`config.mk`:
```
export PLATFORM = sky130hd
export DESIGN_NAME = ipt_top
export DESIGN_NICKNAME = d
export VERILOG_FILES = /design/src/design/ipt_pkg.sv /design/src/design/ipt_top.sv
export VERILOG_INCLUDE_DIRS = /design/src /design/src/design
export SDC_FILE = /design/constraint.sdc
export NUM_CORES = 1
export LEC_CHECK = 0
export BUFFER_PORTS_ARGS = -buffer_cell sky130_fd_sc_hd__buf_2
export CORE_ASPECT_RATIO = 0.9
export CORE_UTILIZATION = 48
export CTS_CLUSTER_SIZE = 10
export DETAILED_ROUTE_END_ITERATION = 8
export PLACE_DENSITY = 0.69
export SLEW_MARGIN = 20
export SYNTH_ARGS = -nofsm -noshare
export SYNTH_HDL_FRONTEND = slang
export SYNTH_SLANG_ARGS = --single-unit
```
`constraint.sdc`:
```
create_clock -name I_CLK -period 61.3 [get_ports I_CLK]
set_input_delay 12.26 -clock I_CLK [delete_from_list [all_inputs] [get_ports I_CLK]]
set_output_delay 12.26 -clock I_CLK [all_outputs]
set_load 0.02 [all_outputs]
```
`src/design/ipt_defs.svh`:
```
`ifndef IPT_DEFS_SVH
`define IPT_DEFS_SVH
// byte offsets on the register bus
`define IPT_OFF_STATUS  8'h00
`define IPT_OFF_CORE    8'h04
`define IPT_OFF_CTL1    8'h08
`define IPT_OFF_CTL2    8'h0C
`define IPT_OFF_FLAG0   8'h10
`define IPT_OFF_EN0     8'h18
`define IPT_OFF_PRIO0   8'h20
`define IPT_OFF_PEND    8'h40
`define IPT_OFF_LAST    8'h74
// field positions
`define IPT_SR_LVL_LO   5
`define IPT_CORE_HIGH   3
`define IPT_C1_NEST     15
`define IPT_C1_OVA      14
`define IPT_C1_OVB      13
`define IPT_C1_COVA     12
`define IPT_C1_COVB     11
`define IPT_C1_ACC_A_OVERFLOW_TRAP_EN    10
`define IPT_C1_ACC_B_OVERFLOW_TRAP_EN    9
`define IPT_C1_CATASTROPHIC_TRAP_EN    8
`define IPT_C1_SFT      7
`define IPT_C1_DIV0     6
`define IPT_C1_DMA      5
`define IPT_C2_ALT      15
`define IPT_VEC_FIRST   7'h08
// external pin to source index
`define IPT_EXT0_SRC    0
`define IPT_EXT1_SRC    20
`define IPT_EXT2_SRC    29
// reset values
`define IPT_PRIO_RST    3'h4
`define IPT_LVL_RST     3'h0
// bus responses
`define IPT_RESP_OKAY   2'h0
`define IPT_RESP_SLVERR 2'h2
`endif

```
`src/design/ipt_pkg.sv`:
```
package ipt_pkg;
  // trap events from the core, one cycle pulses
  typedef struct packed {
    logic ova;
    logic ovb;
    logic cova;
    logic covb;
    logic sft;
    logic div0;
    logic dma;
  } ipt_trap_t;
  // latched pending interrupt
  typedef struct packed {
    logic [6:0] vec;
    logic [3:0] lvl;
  } ipt_pend_t;
endpackage

```
`src/design/ipt_top.sv`:
```
// Decided for this implementation: the address map and the AXI4-Lite interface to the registers.
`timescale 1ns/1ns
`include "ipt_defs.svh"
module ipt_top #(
  parameter int NUM_SRC = 32
) (
  input  wire logic               I_CLK,
  input  wire logic               I_RESET_N,
  input  wire logic               I_AWVALID,
  output logic                    O_AWREADY,
  input  wire logic [7:0]         I_AWADDR,
  input  wire logic               I_WVALID,
  output logic                    O_WREADY,
  input  wire logic [31:0]        I_WDATA,
  input  wire logic [3:0]         I_WSTRB,
  output logic                    O_BVALID,
  input  wire logic               I_BREADY,
  output logic [1:0]              O_BRESP,
  input  wire logic               I_ARVALID,
  output logic                    O_ARREADY,
  input  wire logic [7:0]         I_ARADDR,
  output logic                    O_RVALID,
  input  wire logic               I_RREADY,
  output logic [31:0]             O_RDATA,
  output logic [1:0]              O_RRESP,
  input  wire logic [NUM_SRC-1:0] I_SRC_REQ,
  input  wire logic [2:0]         I_EXT_PIN,
  input  wire ipt_pkg::ipt_trap_t I_TRAP_EVT,
  input  wire logic               I_TRAP_TAKEN,
  input  wire logic               I_CPU_LEVEL_LOAD,
  input  wire logic [3:0]         I_CPU_LEVEL_VAL,
  output logic                    O_IRQ,
  output ipt_pkg::ipt_pend_t      O_PEND,
  output logic [3:0]              O_CPU_LEVEL,
  output logic                    O_NEST_BLOCK,
  output logic                    O_ALT_TABLE,
  output logic                    O_TRAP
);

  // ---------------------------------------------------------
  // parameter check
  // ---------------------------------------------------------
  if (NUM_SRC < 30 || NUM_SRC > 32) begin : g_chk
    $error("NUM_SRC must lie in 30..32");
  end

  // ---------------------------------------------------------
  // declarations
  // ---------------------------------------------------------
  logic               awrdy_q;
  logic               aw_full_q;
  logic [7:0]         wa_q;
  logic               wrdy_q;
  logic               w_full_q;
  logic [15:0]        wd_q;
  logic [1:0]         ws_q;
  logic               bvalid_q;
  logic [1:0]         bresp_q;
  logic               arrdy_q;
  logic               rvalid_q;
  logic [31:0]        rdata_q;
  logic [1:0]         rresp_q;
  logic               wr_fire;
  logic [7:0]         ra;
  logic [15:0]        rd_val;
  logic               rd_ok;
  logic               wr_ok;
  logic [31:0]        flag_v;
  logic [31:0]        en_v;
  logic [2:0]         prio_v [32];
  logic [2:0]         lvl_q;
  logic               high_q;
  logic               nest_q;
  logic [2:0]         te_q;
  ipt_pkg::ipt_trap_t trap_q;
  ipt_pkg::ipt_trap_t trap_d;
  logic               alt_q;
  logic [2:0]         pol_q;
  logic [2:0]         s1_q;
  logic [2:0]         s2_q;
  logic [2:0]         s3_q;
  logic [2:0]         ext_edge;
  logic               best_found;
  logic [4:0]         best_idx;
  logic [2:0]         best_pri;
  logic [6:0]         best_vec;
  logic               irq_q;
  ipt_pkg::ipt_pend_t pend_q;
  logic               trap_out_q;

  // ---------------------------------------------------------
  // axi4-lite write channels
  // ---------------------------------------------------------
  assign wr_fire = aw_full_q && w_full_q && !bvalid_q;

  // write address holding
  always_ff @(posedge I_CLK or negedge I_RESET_N) begin
    if (!I_RESET_N) begin
      awrdy_q   <= 1'b1;
      aw_full_q <= 1'b0;
      wa_q      <= 8'h00;
    end else if (I_AWVALID && awrdy_q) begin
      awrdy_q   <= 1'b0;
      aw_full_q <= 1'b1;
      wa_q      <= {I_AWADDR[7:2], 2'b00};
    end else if (wr_fire) begin
      awrdy_q   <= 1'b1;
      aw_full_q <= 1'b0;
    end
  end

  // write data holding, low half only
  always_ff @(posedge I_CLK or negedge I_RESET_N) begin
    if (!I_RESET_N) begin
      wrdy_q   <= 1'b1;
      w_full_q <= 1'b0;
      wd_q     <= 16'h0000;
      ws_q     <= 2'h0;
    end else if (I_WVALID && wrdy_q) begin
      wrdy_q   <= 1'b0;
      w_full_q <= 1'b1;
      wd_q     <= I_WDATA[15:0];
      ws_q     <= I_WSTRB[1:0];
    end else if (wr_fire) begin
      wrdy_q   <= 1'b1;
      w_full_q <= 1'b0;
    end
  end

  // thirty slots answer okay, the rest slave error
  assign wr_ok = (wa_q <= `IPT_OFF_LAST);

  // write response
  always_ff @(posedge I_CLK or negedge I_RESET_N) begin
    if (!I_RESET_N) begin
      bvalid_q <= 1'b0;
      bresp_q  <= `IPT_RESP_OKAY;
    end else if (wr_fire) begin
      bvalid_q <= 1'b1;
      bresp_q  <= wr_ok ? `IPT_RESP_OKAY : `IPT_RESP_SLVERR;
    end else if (I_BREADY) begin
      bvalid_q <= 1'b0;
    end
  end

  // ---------------------------------------------------------
  // axi4-lite read channels
  // ---------------------------------------------------------
  assign ra = {I_ARADDR[7:2], 2'b00};

  // read mux over the register slots
  always_comb begin
    rd_val = 16'h0000;
    rd_ok  = (ra <= `IPT_OFF_LAST);
    if (ra == `IPT_OFF_STATUS) begin
      rd_val[`IPT_SR_LVL_LO +: 3] = lvl_q;
    end else if (ra == `IPT_OFF_CORE) begin
      rd_val[`IPT_CORE_HIGH] = high_q;
    end else if (ra == `IPT_OFF_CTL1) begin
      rd_val[`IPT_C1_NEST]   = nest_q;
      rd_val[`IPT_C1_OVA]    = trap_q.ova;
      rd_val[`IPT_C1_OVB]    = trap_q.ovb;
      rd_val[`IPT_C1_COVA]   = trap_q.cova;
      rd_val[`IPT_C1_COVB]   = trap_q.covb;
      rd_val[`IPT_C1_ACC_A_OVERFLOW_TRAP_EN]  = te_q[2];
      rd_val[`IPT_C1_ACC_B_OVERFLOW_TRAP_EN]  = te_q[1];
      rd_val[`IPT_C1_CATASTROPHIC_TRAP_EN]  = te_q[0];
      rd_val[`IPT_C1_SFT]    = trap_q.sft;
      rd_val[`IPT_C1_DIV0]   = trap_q.div0;
      rd_val[`IPT_C1_DMA]    = trap_q.dma;
    end else if (ra == `IPT_OFF_CTL2) begin
      rd_val[`IPT_C2_ALT] = alt_q;
      rd_val[2:0]         = pol_q;
    end else if (ra == `IPT_OFF_FLAG0) begin
      rd_val = flag_v[15:0];
    end else if (ra == `IPT_OFF_FLAG0 + 8'h04) begin
      rd_val = flag_v[31:16];
    end else if (ra == `IPT_OFF_EN0) begin
      rd_val = en_v[15:0];
    end else if (ra == `IPT_OFF_EN0 + 8'h04) begin
      rd_val = en_v[31:16];
    end else if (ra == `IPT_OFF_PEND) begin
      rd_val = {1'b0, pend_q.vec, 4'h0, pend_q.lvl};
    end else if (ra >= `IPT_OFF_PRIO0 && ra < `IPT_OFF_PEND) begin
      for (int k = 0; k < 4; k++) begin
        rd_val[4*k +: 3] = prio_v[{ra[4:2], 2'(k)}];
      end
    end
  end

  // read answer one cycle after acceptance
  always_ff @(posedge I_CLK or negedge I_RESET_N) begin
    if (!I_RESET_N) begin
      arrdy_q  <= 1'b1;
      rvalid_q <= 1'b0;
      rdata_q  <= 32'h0000_0000;
      rresp_q  <= `IPT_RESP_OKAY;
    end else if (I_ARVALID && arrdy_q) begin
      arrdy_q  <= 1'b0;
      rvalid_q <= 1'b1;
      rdata_q  <= {16'h0000, rd_val};
      rresp_q  <= rd_ok ? `IPT_RESP_OKAY : `IPT_RESP_SLVERR;
    end else if (rvalid_q && I_RREADY) begin
      arrdy_q  <= 1'b1;
      rvalid_q <= 1'b0;
    end
  end

  // ---------------------------------------------------------
  // external pin synchroniser and edge select
  // ---------------------------------------------------------
  always_ff @(posedge I_CLK or negedge I_RESET_N) begin
    if (!I_RESET_N) begin
      s1_q <= 3'h0;
      s2_q <= 3'h0;
      s3_q <= 3'h0;
    end else begin
      s1_q <= I_EXT_PIN;
      s2_q <= s1_q;
      s3_q <= s2_q;
    end
  end

  // polarity one falls, zero rises
  assign ext_edge = (pol_q & s3_q & ~s2_q) |
                    (~pol_q & s2_q & ~s3_q);

  // ---------------------------------------------------------
  // per-source flag, enable and priority
  // ---------------------------------------------------------
  for (genvar i = 0; i < 32; i++) begin : g_src
    localparam int R = i / 16;
    localparam int B = i % 16;
    localparam int P = (i % 4) * 4;
    if (i < NUM_SRC) begin : g_on
      logic       set;
      logic       fsel;
      logic       esel;
      logic       psel;
      logic       f_q;
      logic       e_q;
      logic [2:0] p_q;
      assign set = I_SRC_REQ[i] ||
                   (i == `IPT_EXT0_SRC && ext_edge[0]) ||
                   (i == `IPT_EXT1_SRC && ext_edge[1]) ||
                   (i == `IPT_EXT2_SRC && ext_edge[2]);
      assign fsel = wr_fire && ws_q[B/8] &&
                    wa_q == `IPT_OFF_FLAG0 + 8'(4*R);
      assign esel = wr_fire && ws_q[B/8] &&
                    wa_q == `IPT_OFF_EN0 + 8'(4*R);
      assign psel = wr_fire && ws_q[P/8] &&
                    wa_q == `IPT_OFF_PRIO0 + 8'(4*(i/4));
      // hardware set beats software write
      always_ff @(posedge I_CLK or negedge I_RESET_N) begin
        if (!I_RESET_N) begin
          f_q <= 1'b0;
        end else if (set) begin
          f_q <= 1'b1;
        end else if (fsel) begin
          f_q <= wd_q[B];
        end
      end
      // enable and priority fields
      always_ff @(posedge I_CLK or negedge I_RESET_N) begin
        if (!I_RESET_N) begin
          e_q <= 1'b0;
          p_q <= `IPT_PRIO_RST;
        end else begin
          if (esel) begin
            e_q <= wd_q[B];
          end
          if (psel) begin
            p_q <= wd_q[P +: 3];
          end
        end
      end
      assign flag_v[i] = f_q;
      assign en_v[i]   = e_q;
      assign prio_v[i] = p_q;
    end else begin : g_off
      assign flag_v[i] = 1'b0;
      assign en_v[i]   = 1'b0;
      assign prio_v[i] = 3'h0;
    end
  end

  // ---------------------------------------------------------
  // cpu priority level
  // ---------------------------------------------------------
  // core load first, software only when nesting allowed
  always_ff @(posedge I_CLK or negedge I_RESET_N) begin
    if (!I_RESET_N) begin
      lvl_q <= `IPT_LVL_RST;
    end else if (I_CPU_LEVEL_LOAD) begin
      lvl_q <= I_CPU_LEVEL_VAL[2:0];
    end else if (wr_fire && wa_q == `IPT_OFF_STATUS &&
                 ws_q[0] && !nest_q) begin
      lvl_q <= wd_q[`IPT_SR_LVL_LO +: 3];
    end
  end

  // high bit set by core only, software may clear
  always_ff @(posedge I_CLK or negedge I_RESET_N) begin
    if (!I_RESET_N) begin
      high_q <= 1'b0;
    end else if (I_CPU_LEVEL_LOAD) begin
      high_q <= I_CPU_LEVEL_VAL[3];
    end else if (I_TRAP_TAKEN) begin
      high_q <= 1'b1;
    end else if (wr_fire && wa_q == `IPT_OFF_CORE && ws_q[0] &&
                 !wd_q[`IPT_CORE_HIGH]) begin
      high_q <= 1'b0;
    end
  end

  // ---------------------------------------------------------
  // control one: nesting block, trap enables and flags
  // ---------------------------------------------------------
  always_ff @(posedge I_CLK or negedge I_RESET_N) begin
    if (!I_RESET_N) begin
      nest_q <= 1'b0;
      te_q   <= 3'h0;
    end else if (wr_fire && wa_q == `IPT_OFF_CTL1) begin
      if (ws_q[1]) begin
        nest_q <= wd_q[`IPT_C1_NEST];
        te_q   <= wd_q[`IPT_C1_ACC_A_OVERFLOW_TRAP_EN:`IPT_C1_CATASTROPHIC_TRAP_EN];
      end
    end
  end

  // sticky trap flags, event wins over write
  always_comb begin
    trap_d = trap_q;
    if (wr_fire && wa_q == `IPT_OFF_CTL1) begin
      if (ws_q[1]) begin
        trap_d.ova  = wd_q[`IPT_C1_OVA];
        trap_d.ovb  = wd_q[`IPT_C1_OVB];
        trap_d.cova = wd_q[`IPT_C1_COVA];
        trap_d.covb = wd_q[`IPT_C1_COVB];
      end
      if (ws_q[0]) begin
        trap_d.sft  = wd_q[`IPT_C1_SFT];
        trap_d.div0 = wd_q[`IPT_C1_DIV0];
        trap_d.dma  = wd_q[`IPT_C1_DMA];
      end
    end
    trap_d.ova  = trap_d.ova  | (I_TRAP_EVT.ova  & te_q[2]);
    trap_d.ovb  = trap_d.ovb  | (I_TRAP_EVT.ovb  & te_q[1]);
    trap_d.cova = trap_d.cova | (I_TRAP_EVT.cova & te_q[0]);
    trap_d.covb = trap_d.covb | (I_TRAP_EVT.covb & te_q[0]);
    trap_d.sft  = trap_d.sft  | I_TRAP_EVT.sft;
    trap_d.div0 = trap_d.div0 | I_TRAP_EVT.div0;
    trap_d.dma  = trap_d.dma  | I_TRAP_EVT.dma;
  end

  // trap flag state and summary output
  always_ff @(posedge I_CLK or negedge I_RESET_N) begin
    if (!I_RESET_N) begin
      trap_q     <= '0;
      trap_out_q <= 1'b0;
    end else begin
      trap_q     <= trap_d;
      trap_out_q <= |trap_d;
    end
  end

  // ---------------------------------------------------------
  // control two: table select and edge polarity
  // ---------------------------------------------------------
  always_ff @(posedge I_CLK or negedge I_RESET_N) begin
    if (!I_RESET_N) begin
      alt_q <= 1'b0;
      pol_q <= 3'h0;
    end else if (wr_fire && wa_q == `IPT_OFF_CTL2) begin
      if (ws_q[1]) begin
        alt_q <= wd_q[`IPT_C2_ALT];
      end
      if (ws_q[0]) begin
        pol_q <= wd_q[2:0];
      end
    end
  end

  // ---------------------------------------------------------
  // arbitration and pending latch
  // ---------------------------------------------------------
  // highest priority wins, ties to lowest vector
  always_comb begin
    best_found = 1'b0;
    best_idx   = 5'h00;
    best_pri   = 3'h0;
    for (int i = 0; i < 32; i++) begin
      if (flag_v[i] && en_v[i] && !high_q &&
          prio_v[i] > lvl_q &&
          (!best_found || prio_v[i] > best_pri)) begin
        best_found = 1'b1;
        best_idx   = 5'(i);
        best_pri   = prio_v[i];
      end
    end
    best_vec = {2'b00, best_idx} + `IPT_VEC_FIRST;
  end

  // pending vector and level
  always_ff @(posedge I_CLK or negedge I_RESET_N) begin
    if (!I_RESET_N) begin
      irq_q  <= 1'b0;
      pend_q <= '0;
    end else begin
      irq_q <= best_found;
      if (best_found) begin
        pend_q.vec <= best_vec;
        pend_q.lvl <= {1'b0, best_pri};
      end
    end
  end

  // ---------------------------------------------------------
  // outputs
  // ---------------------------------------------------------
  assign O_AWREADY    = awrdy_q;
  assign O_WREADY     = wrdy_q;
  assign O_BVALID     = bvalid_q;
  assign O_BRESP      = bresp_q;
  assign O_ARREADY    = arrdy_q;
  assign O_RVALID     = rvalid_q;
  assign O_RDATA      = rdata_q;
  assign O_RRESP      = rresp_q;
  assign O_IRQ        = irq_q;
  assign O_PEND       = pend_q;
  assign O_CPU_LEVEL  = {high_q, lvl_q};
  assign O_NEST_BLOCK = nest_q;
  assign O_ALT_TABLE  = alt_q;
  assign O_TRAP       = trap_out_q;
endmodule

```
==> reports/results.ini, run 1 <==
[route]
drt_drc_violations_left=0
postRouteAntennaNets=0
num_vias=15456
detail_route.first_pass.iterations=6
post_drt_wl_per_cell_um=23.84
detailed_route_wl_mm=58.10
dr.first_iter.drc_count=1674
avgViaCountPerCell=6.342

[yosys]
synthDominantCellAreaShare_pct=29.83
synth_largest_area_cell=sky130_fd_sc_hd__dfrtp_1
synthCells=1822
async_flop_share_pct=100.0
synthMostInstantiatedCell=sky130_fd_sc_hd__nand2_1
synth-seq-cells=248
ys_warn_count=0
synth.distinct_cells=98
post_synth_main_area_contributors=sky130_fd_sc_hd__dfrtp_1 (30%), sky130_fd_sc_hd__ha_1 (12%), sky130_fd_sc_hd__mux2_2 (11%)
seq_area_frac_synth_pct=34.98
number_of_enable_type_register_cells_in_the_synthesized_netlist=0
synthesis.area_mm2=0.01787
synth_flop_cell=sky130_fd_sc_hd__dfrtp_1
ys_top_cells_by_count=sky130_fd_sc_hd__nand2_1 (230), sky130_fd_sc_hd__dfrtp_1 (213), sky130_fd_sc_hd__mux2_2 (172)
avgSynthCellArea_um2=9.806

[clock_tree]
worstSkewPairLatency_ns=0.53
post_cts_resized=0
cts_made_buffers=28
clock_sink_count=248
clockBufferDepth=3
cts-root-buf=sky130_fd_sc_hd__clkbuf_16
clk_pin_slew_worst_paths_ns=0.06
cts.repair_timing.setup_buffer_count=0
cts_tree=done
hold_buffers=0
ctsHtreeMaxLevel=1

[timing]
slew_headroom_pct=31.00
final.setup_skew_ns=0.01010
minimum_setup_slack_in_the_final_design_ns=9.685
shortest_period_the_worst_path_allows_ns=51.62
max_freq_ghz=0.01937
minimum_hold_slack_ns=0.3491
totalNegativeSetupSlack_ns=0
worst_pin_slew_ns=1.026
timing_hold_violations_final=0
fin_crit_sh_pct=84.20
slew_viol_final=0
final-setup-viol-count=0
rsz0062_at_grt=no

[flow_run]
maxCapViolCount=0

[global_routing]
groute.layer.met1.usage_pct=42.68
first_global_vias=15087
grt.met2_usage_pct=47.93
grt_max_degree=104
use_met3_pct=5.982
grt_busiest_layer=met2
grt_use_total_pct=30.96
wire_length_of_the_first_global_routing_pass_mm=89.09
overflow=0
grt_antenna_before_repair=0

[pwr]
power_leakage_nw=9.210
maximum_vdd_drop_v=0.00003256
power-per-cell-area_mw_per_mm2=27.29

[critical_path]
worstPathMaxFanout=32
worstPathArrival_ns=52.04
critical_path.most_common_cell=sky130_fd_sc_hd__a21oi_1
cp-end-kind=register
critical_path.max_stage_delay_ns=0.71
reg2reg_slack_ns=9.68
crit_type=register to register
critPathLaunchType=register
worstPathRequired_ns=61.73
crit_slowest_cell=sky130_fd_sc_hd__a21oi_1

[die]
die_x_um=205.4
effective_utilization_at_floorplan_pct=49.06
floorplan.rows=66
total_core_area_mm2=0.03642
floorplan.io_pins=167
die-height_um=185.0
dieArea_mm2=0.03800

[worst_hold_path]
holdCritPathClass=register to register

[place]
port_buffers=124
post-place-cells=2385
place_area_mm2=0.01893
dp_worst_slack_ns=10.55
dp_hpwl_mm=44.10
finalWeightedCongestion=0.9571

[run_status]
status=finished clean

[cells_and_area]
areaGrowthSynthToFinish_pct=10.55
post_route_cells_drive_above_1_share_pct=23.05
final-instance-count-excl-fill=2437
nNetsFinal=2214
antenna-diode-count=0
postLayoutCellArea_mm2=0.01975
nFillCells=3245

## critical path, delay by kind of cell, from the launching register on
family / cells / cell delay (ns)
compound gates: 123 / 25.08
fa+ha+maj: 46 / 13.60
buf+inv: 12 / 1.16
flops: 1 / 0.42
mux: 6 / 2.04
simple gates: 51 / 9.12
## power by group
part           switching (mW)  internal (mW)  leakage (nW)  total [mW]
clock network          0.0646         0.0880         0.385       0.153
logic                  0.0751         0.0617          5.80       0.137
registers              0.0598          0.190          3.03       0.250
total                   0.199          0.340          9.21       0.539
## per-layer routing
metal / routed length, um / vias up
met4: 2479 / 0
li1: - / 6944
met1: 24930 / 7645
met5: 0 / -
met3: 5365 / 145
met2: 25330 / 722
## area by class of cell
type	count	area, um^2	share of cell area [%]
timing repair buffer	139	747.0	3.782
clock buffer	52	812.0	4.111
tap	476	595.6	3.016
multi-input combinational	1412	10930	55.34
inverter	110	415.4	2.103
sequential	248	6250	31.64
## placed cells by master, fill, tap and decap left out, types with 29 or more instances in the layout
| master | instances |
|---|---|
| sky130_fd_sc_hd__nand2_1 | 230 |
| sky130_fd_sc_hd__dfrtp_1 | 213 |
| sky130_fd_sc_hd__mux2_2 | 172 |
| sky130_fd_sc_hd__ha_1 | 168 |
| sky130_fd_sc_hd__buf_2 | 123 |
| sky130_fd_sc_hd__inv_1 | 108 |
| sky130_fd_sc_hd__a21oi_1 | 99 |
| sky130_fd_sc_hd__o21ai_0 | 79 |
| sky130_fd_sc_hd__nor2_1 | 65 |
| sky130_fd_sc_hd__nand3_1 | 41 |
| sky130_fd_sc_hd__dfstp_2 | 35 |
| sky130_fd_sc_hd__nor2b_1 | 33 |
| sky130_fd_sc_hd__mux2i_1 | 33 |
| sky130_fd_sc_hd__nand3b_1 | 33 |
| sky130_fd_sc_hd__clkbuf_16 | 29 |
## per-stage QoR
stage / utilization, % / power [mW]
after global routing: 54.23 / 0.5609
after detailed placement: 51.99 / 0.3836
after CTS: 54.22 / 0.5351
after global placement: 51.99 / 0.3765
final: 54.23 / 0.5390
after floorplan: - / 0.3164
## registers in the layout, indices dropped and copies added, names as in the netlist, 2 cells and up
register / flops
O_PEND: 9
O_RDATA: 16
g_src.g_on.e_q: 32
g_src.g_on.f_q: 32
g_src.g_on.p_q: 96
lvl_q: 3
pol_q: 3
s1_q: 3
s2_q: 3
s3_q: 3
te_q: 3
trap_q: 7
wa_q: 6
wd_q: 16
ws_q: 2
## final timing paths
path	start	endpoint	depth (start not counted)
max	lvl_q[2]	O_PEND[8]	238
max in group asynchronous	I_RESET_N	g_src[19].g_on.p_q[1]	2
min in group asynchronous	I_RESET_N	wd_q[14]	1
min reg2reg	s1_q[0]	s2_q[0]	0
max reg2reg	lvl_q[2]	O_PEND[8]	238
min	s1_q[0]	s2_q[0]	0
## cell families (layout without fill, tap and decap cells)
group / count (synthesis) / after routing / synth area share [%]
mux: 231 / 231 / 15.90
fa+ha+maj: 182 / 182 / 12.58
compound gates: 424 / 424 / 16.44
flops: 248 / 248 / 34.98
simple gates: 555 / 555 / 15.70
buf+inv: 181 / 301 / 4.377
other cells: 1 / 20 / 0.02099
Power figures use the tool's default switching activity.
==> inputs of run 2 (changes only) <==
- clock period: 61.3 -> 47.5 ns (I/O delays scaled with it)
==> reports/results.ini, run 2 (synthesis gave the netlist of run 1 again) <==
[timing]
timing_hold_violations_final=0  ; unchanged
slew_headroom_pct=19.28  ; -12 points
worst_pin_slew_ns=1.200  ; +0.1742 ns
minimum_setup_slack_in_the_final_design_ns=2.597  ; -7.088 ns
max_freq_ghz=0.02227  ; +15%
fin_crit_sh_pct=94.53  ; +10 points
final.setup_skew_ns=0.02039  ; +0.01029 ns
shortest_period_the_worst_path_allows_ns=44.90  ; -6.712 ns
slew_viol_final=0  ; unchanged
final-setup-viol-count=0  ; unchanged

[global_routing]
overflow=0  ; unchanged
grt_antenna_before_repair=1  ; +1
grt_max_degree=120  ; +15%
use_met3_pct=7.512  ; +1.5 points
first_global_vias=14999  ; -0.58%
wire_length_of_the_first_global_routing_pass_mm=89.22  ; +0.15%
grt.met2_usage_pct=47.61  ; -0.32 points
grt_busiest_layer=met2
grt_use_total_pct=31.05  ; +0.093 points
groute.layer.met1.usage_pct=42.61  ; -0.068 points

[route]
dr.first_iter.drc_count=1719  ; +2.7%
detailed_route_wl_mm=59.25  ; +2.0%
detail_route.first_pass.iterations=6  ; unchanged
drt_drc_violations_left=0  ; unchanged
avgViaCountPerCell=6.327  ; -0.24%
num_vias=15748  ; +1.9%
postRouteAntennaNets=0  ; unchanged
post_drt_wl_per_cell_um=23.80  ; -0.16%

[cells_and_area]
post_route_cells_drive_above_1_share_pct=27.98  ; +4.9 points
final_core_utilization_pct=56.32  ; +2.1 points
mostFrequentLayoutCell=sky130_fd_sc_hd__nand2_1
layout_common_cells=sky130_fd_sc_hd__nand2_1 (229), sky130_fd_sc_hd__dfrtp_1 (212), sky130_fd_sc_hd__mux2_2 (172)
nNetsFinal=2265  ; +2.3%
final-instance-count-excl-fill=2489  ; +2.1%
largest_reg_flops=96  ; unchanged
areaGrowthSynthToFinish_pct=14.80
reg.largest.list=g_src.g_on.p_q (96), g_src.g_on.e_q (32), g_src.g_on.f_q (32)
max_flop_register=g_src.g_on.p_q

[critical_path]
crit_type=register to register
crit_slowest_cell=sky130_fd_sc_hd__dfstp_2
worstPathMaxFanout=10  ; -69%
worstPathArrival_ns=45.35  ; -6.69 ns
critical_path.most_common_cell=sky130_fd_sc_hd__a21oi_1
critical_path.max_stage_delay_ns=0.58  ; -0.13 ns
critPathLaunchType=register
worstPathRequired_ns=47.94  ; -13.79 ns
cp-end-kind=register

[pwr]
power_leakage_nw=9.510  ; +3.3%
power.clock.fraction_pct=28.3  ; about the same
combinationalPowerShare_pct=26.1  ; +0.7 points
netSwitchingFraction_pct=37.64  ; +0.64 points
finalPower_mw=0.7070  ; +31%
maximum_vdd_drop_v=0.00004349  ; +34%
share_seq_of_total_power_pct=45.7  ; -0.6 points
cell_internal_pwr_mw=0.4409  ; +30%
power-per-cell-area_mw_per_mm2=34.47  ; +26%
total_switching_power_mw=0.2661  ; +33%

[worst_hold_path]
holdCritPathClass=register to register

[place]
dp_worst_slack_ns=-0.3683  ; -10.92 ns
port_buffers=124  ; unchanged
post-place-cells=2407  ; +0.92%
finalWeightedCongestion=0.9654  ; +0.87%
dp_hpwl_mm=44.05  ; -0.12%

[clock_tree]
hold_buffers=0  ; unchanged
clk_pin_slew_worst_paths_ns=0.06  ; about the same
cts-root-buf=sky130_fd_sc_hd__clkbuf_16
cts_tree=done
clock_sink_count=248  ; unchanged
ctsHtreeMaxLevel=1  ; unchanged
worstSkewPairLatency_ns=0.56  ; +0.03 ns
cts_made_buffers=28  ; unchanged
clockBufferDepth=3  ; unchanged

[die]
floorplan.io_pins=167  ; unchanged
die_x_um=205.4  ; unchanged
effective_utilization_at_floorplan_pct=49.06  ; unchanged
die-height_um=185.0  ; unchanged
total_core_area_mm2=0.03642  ; unchanged
dieArea_mm2=0.03800  ; unchanged
floorplan.rows=66  ; unchanged

[flow_run]
maxCapViolCount=0  ; unchanged

[run_status]
status=finished clean

## run 2: area by class of cell
cell class / count / area (um^2)
inverter: 110 / 415.4
sequential: 248 / 6251
antenna: 1 / 2.502
fill: 3111 / 15910
timing repair buffer: 190 / 1134
clock buffer: 52 / 812.0
tap: 476 / 595.6
multi-input combinational: 1412 / 11300
## run 2: metrics by stage
step                      setup TNS, ns  hold WS (ns)  cell area, um^2
after floorplan                       0        0.3312            17940
after global placement                0        0.3332            19100
after detailed placement        -0.6486        0.3413            19100
after CTS                             0        0.3531            19930
after global routing            -0.4737        0.3635            20510
final                                 0        0.3501            20510
## run 2: worst max-delay path: cells and delay by family, from the launching register on
kind            cells  cell delay, ns
compound gates    122           19.88
fa+ha+maj          46           13.76
simple gates       53            7.97
buf+inv            12            1.34
mux                 4            1.19
flops               1            0.58
## run 2: power by group through the flow
| stage | clock network [mW] | registers (mW) | logic, mW |
|---|---|---|---|
| 2_1_floorplan | 0 | 0.282 | 0.127 |
| 3_3_place_gp | 0 | 0.319 | 0.167 |
| 3_5_place_dp | 0 | 0.321 | 0.174 |
| 4_1_cts | 0.200 | 0.318 | 0.175 |
| 5_1_grt | 0.208 | 0.324 | 0.203 |
| 6_report | 0.200 | 0.323 | 0.184 |
## run 2: worst paths after layout
path / from / endpoint / slack [ns] / cells past startpoint
worst max-delay path: g_src[0].g_on.p_q[2] / O_PEND[8] / 2.60 / 237
worst min-delay path: s1_q[1] / s2_q[1] / 0.35 / 0
worst max register to register: g_src[0].g_on.p_q[2] / O_PEND[8] / 2.60 / 237
worst min register to register: s1_q[1] / s2_q[1] / 0.35 / 0
max in group asynchronous: I_RESET_N / g_src[5].g_on.p_q[1] / 37.02 / 2
min in group asynchronous: I_RESET_N / g_src[30].g_on.p_q[0] / 9.00 / 1
## run 2: metal layers
layer / share of wire, % / vias to the layer above
li1: - / 7057
met1: 42 / 7774
met2: 44 / 786
met3: 10 / 131
met4: 3.5 / 0
met5: 0 / -
## run 2: timing repair
item | 4_1_cts | 5_1_grt
resized for setup | 4 | 91
pin swaps | 1 | 25
setup buffers | 1 | 28
endpoints found under the setup margin | 7 | 9
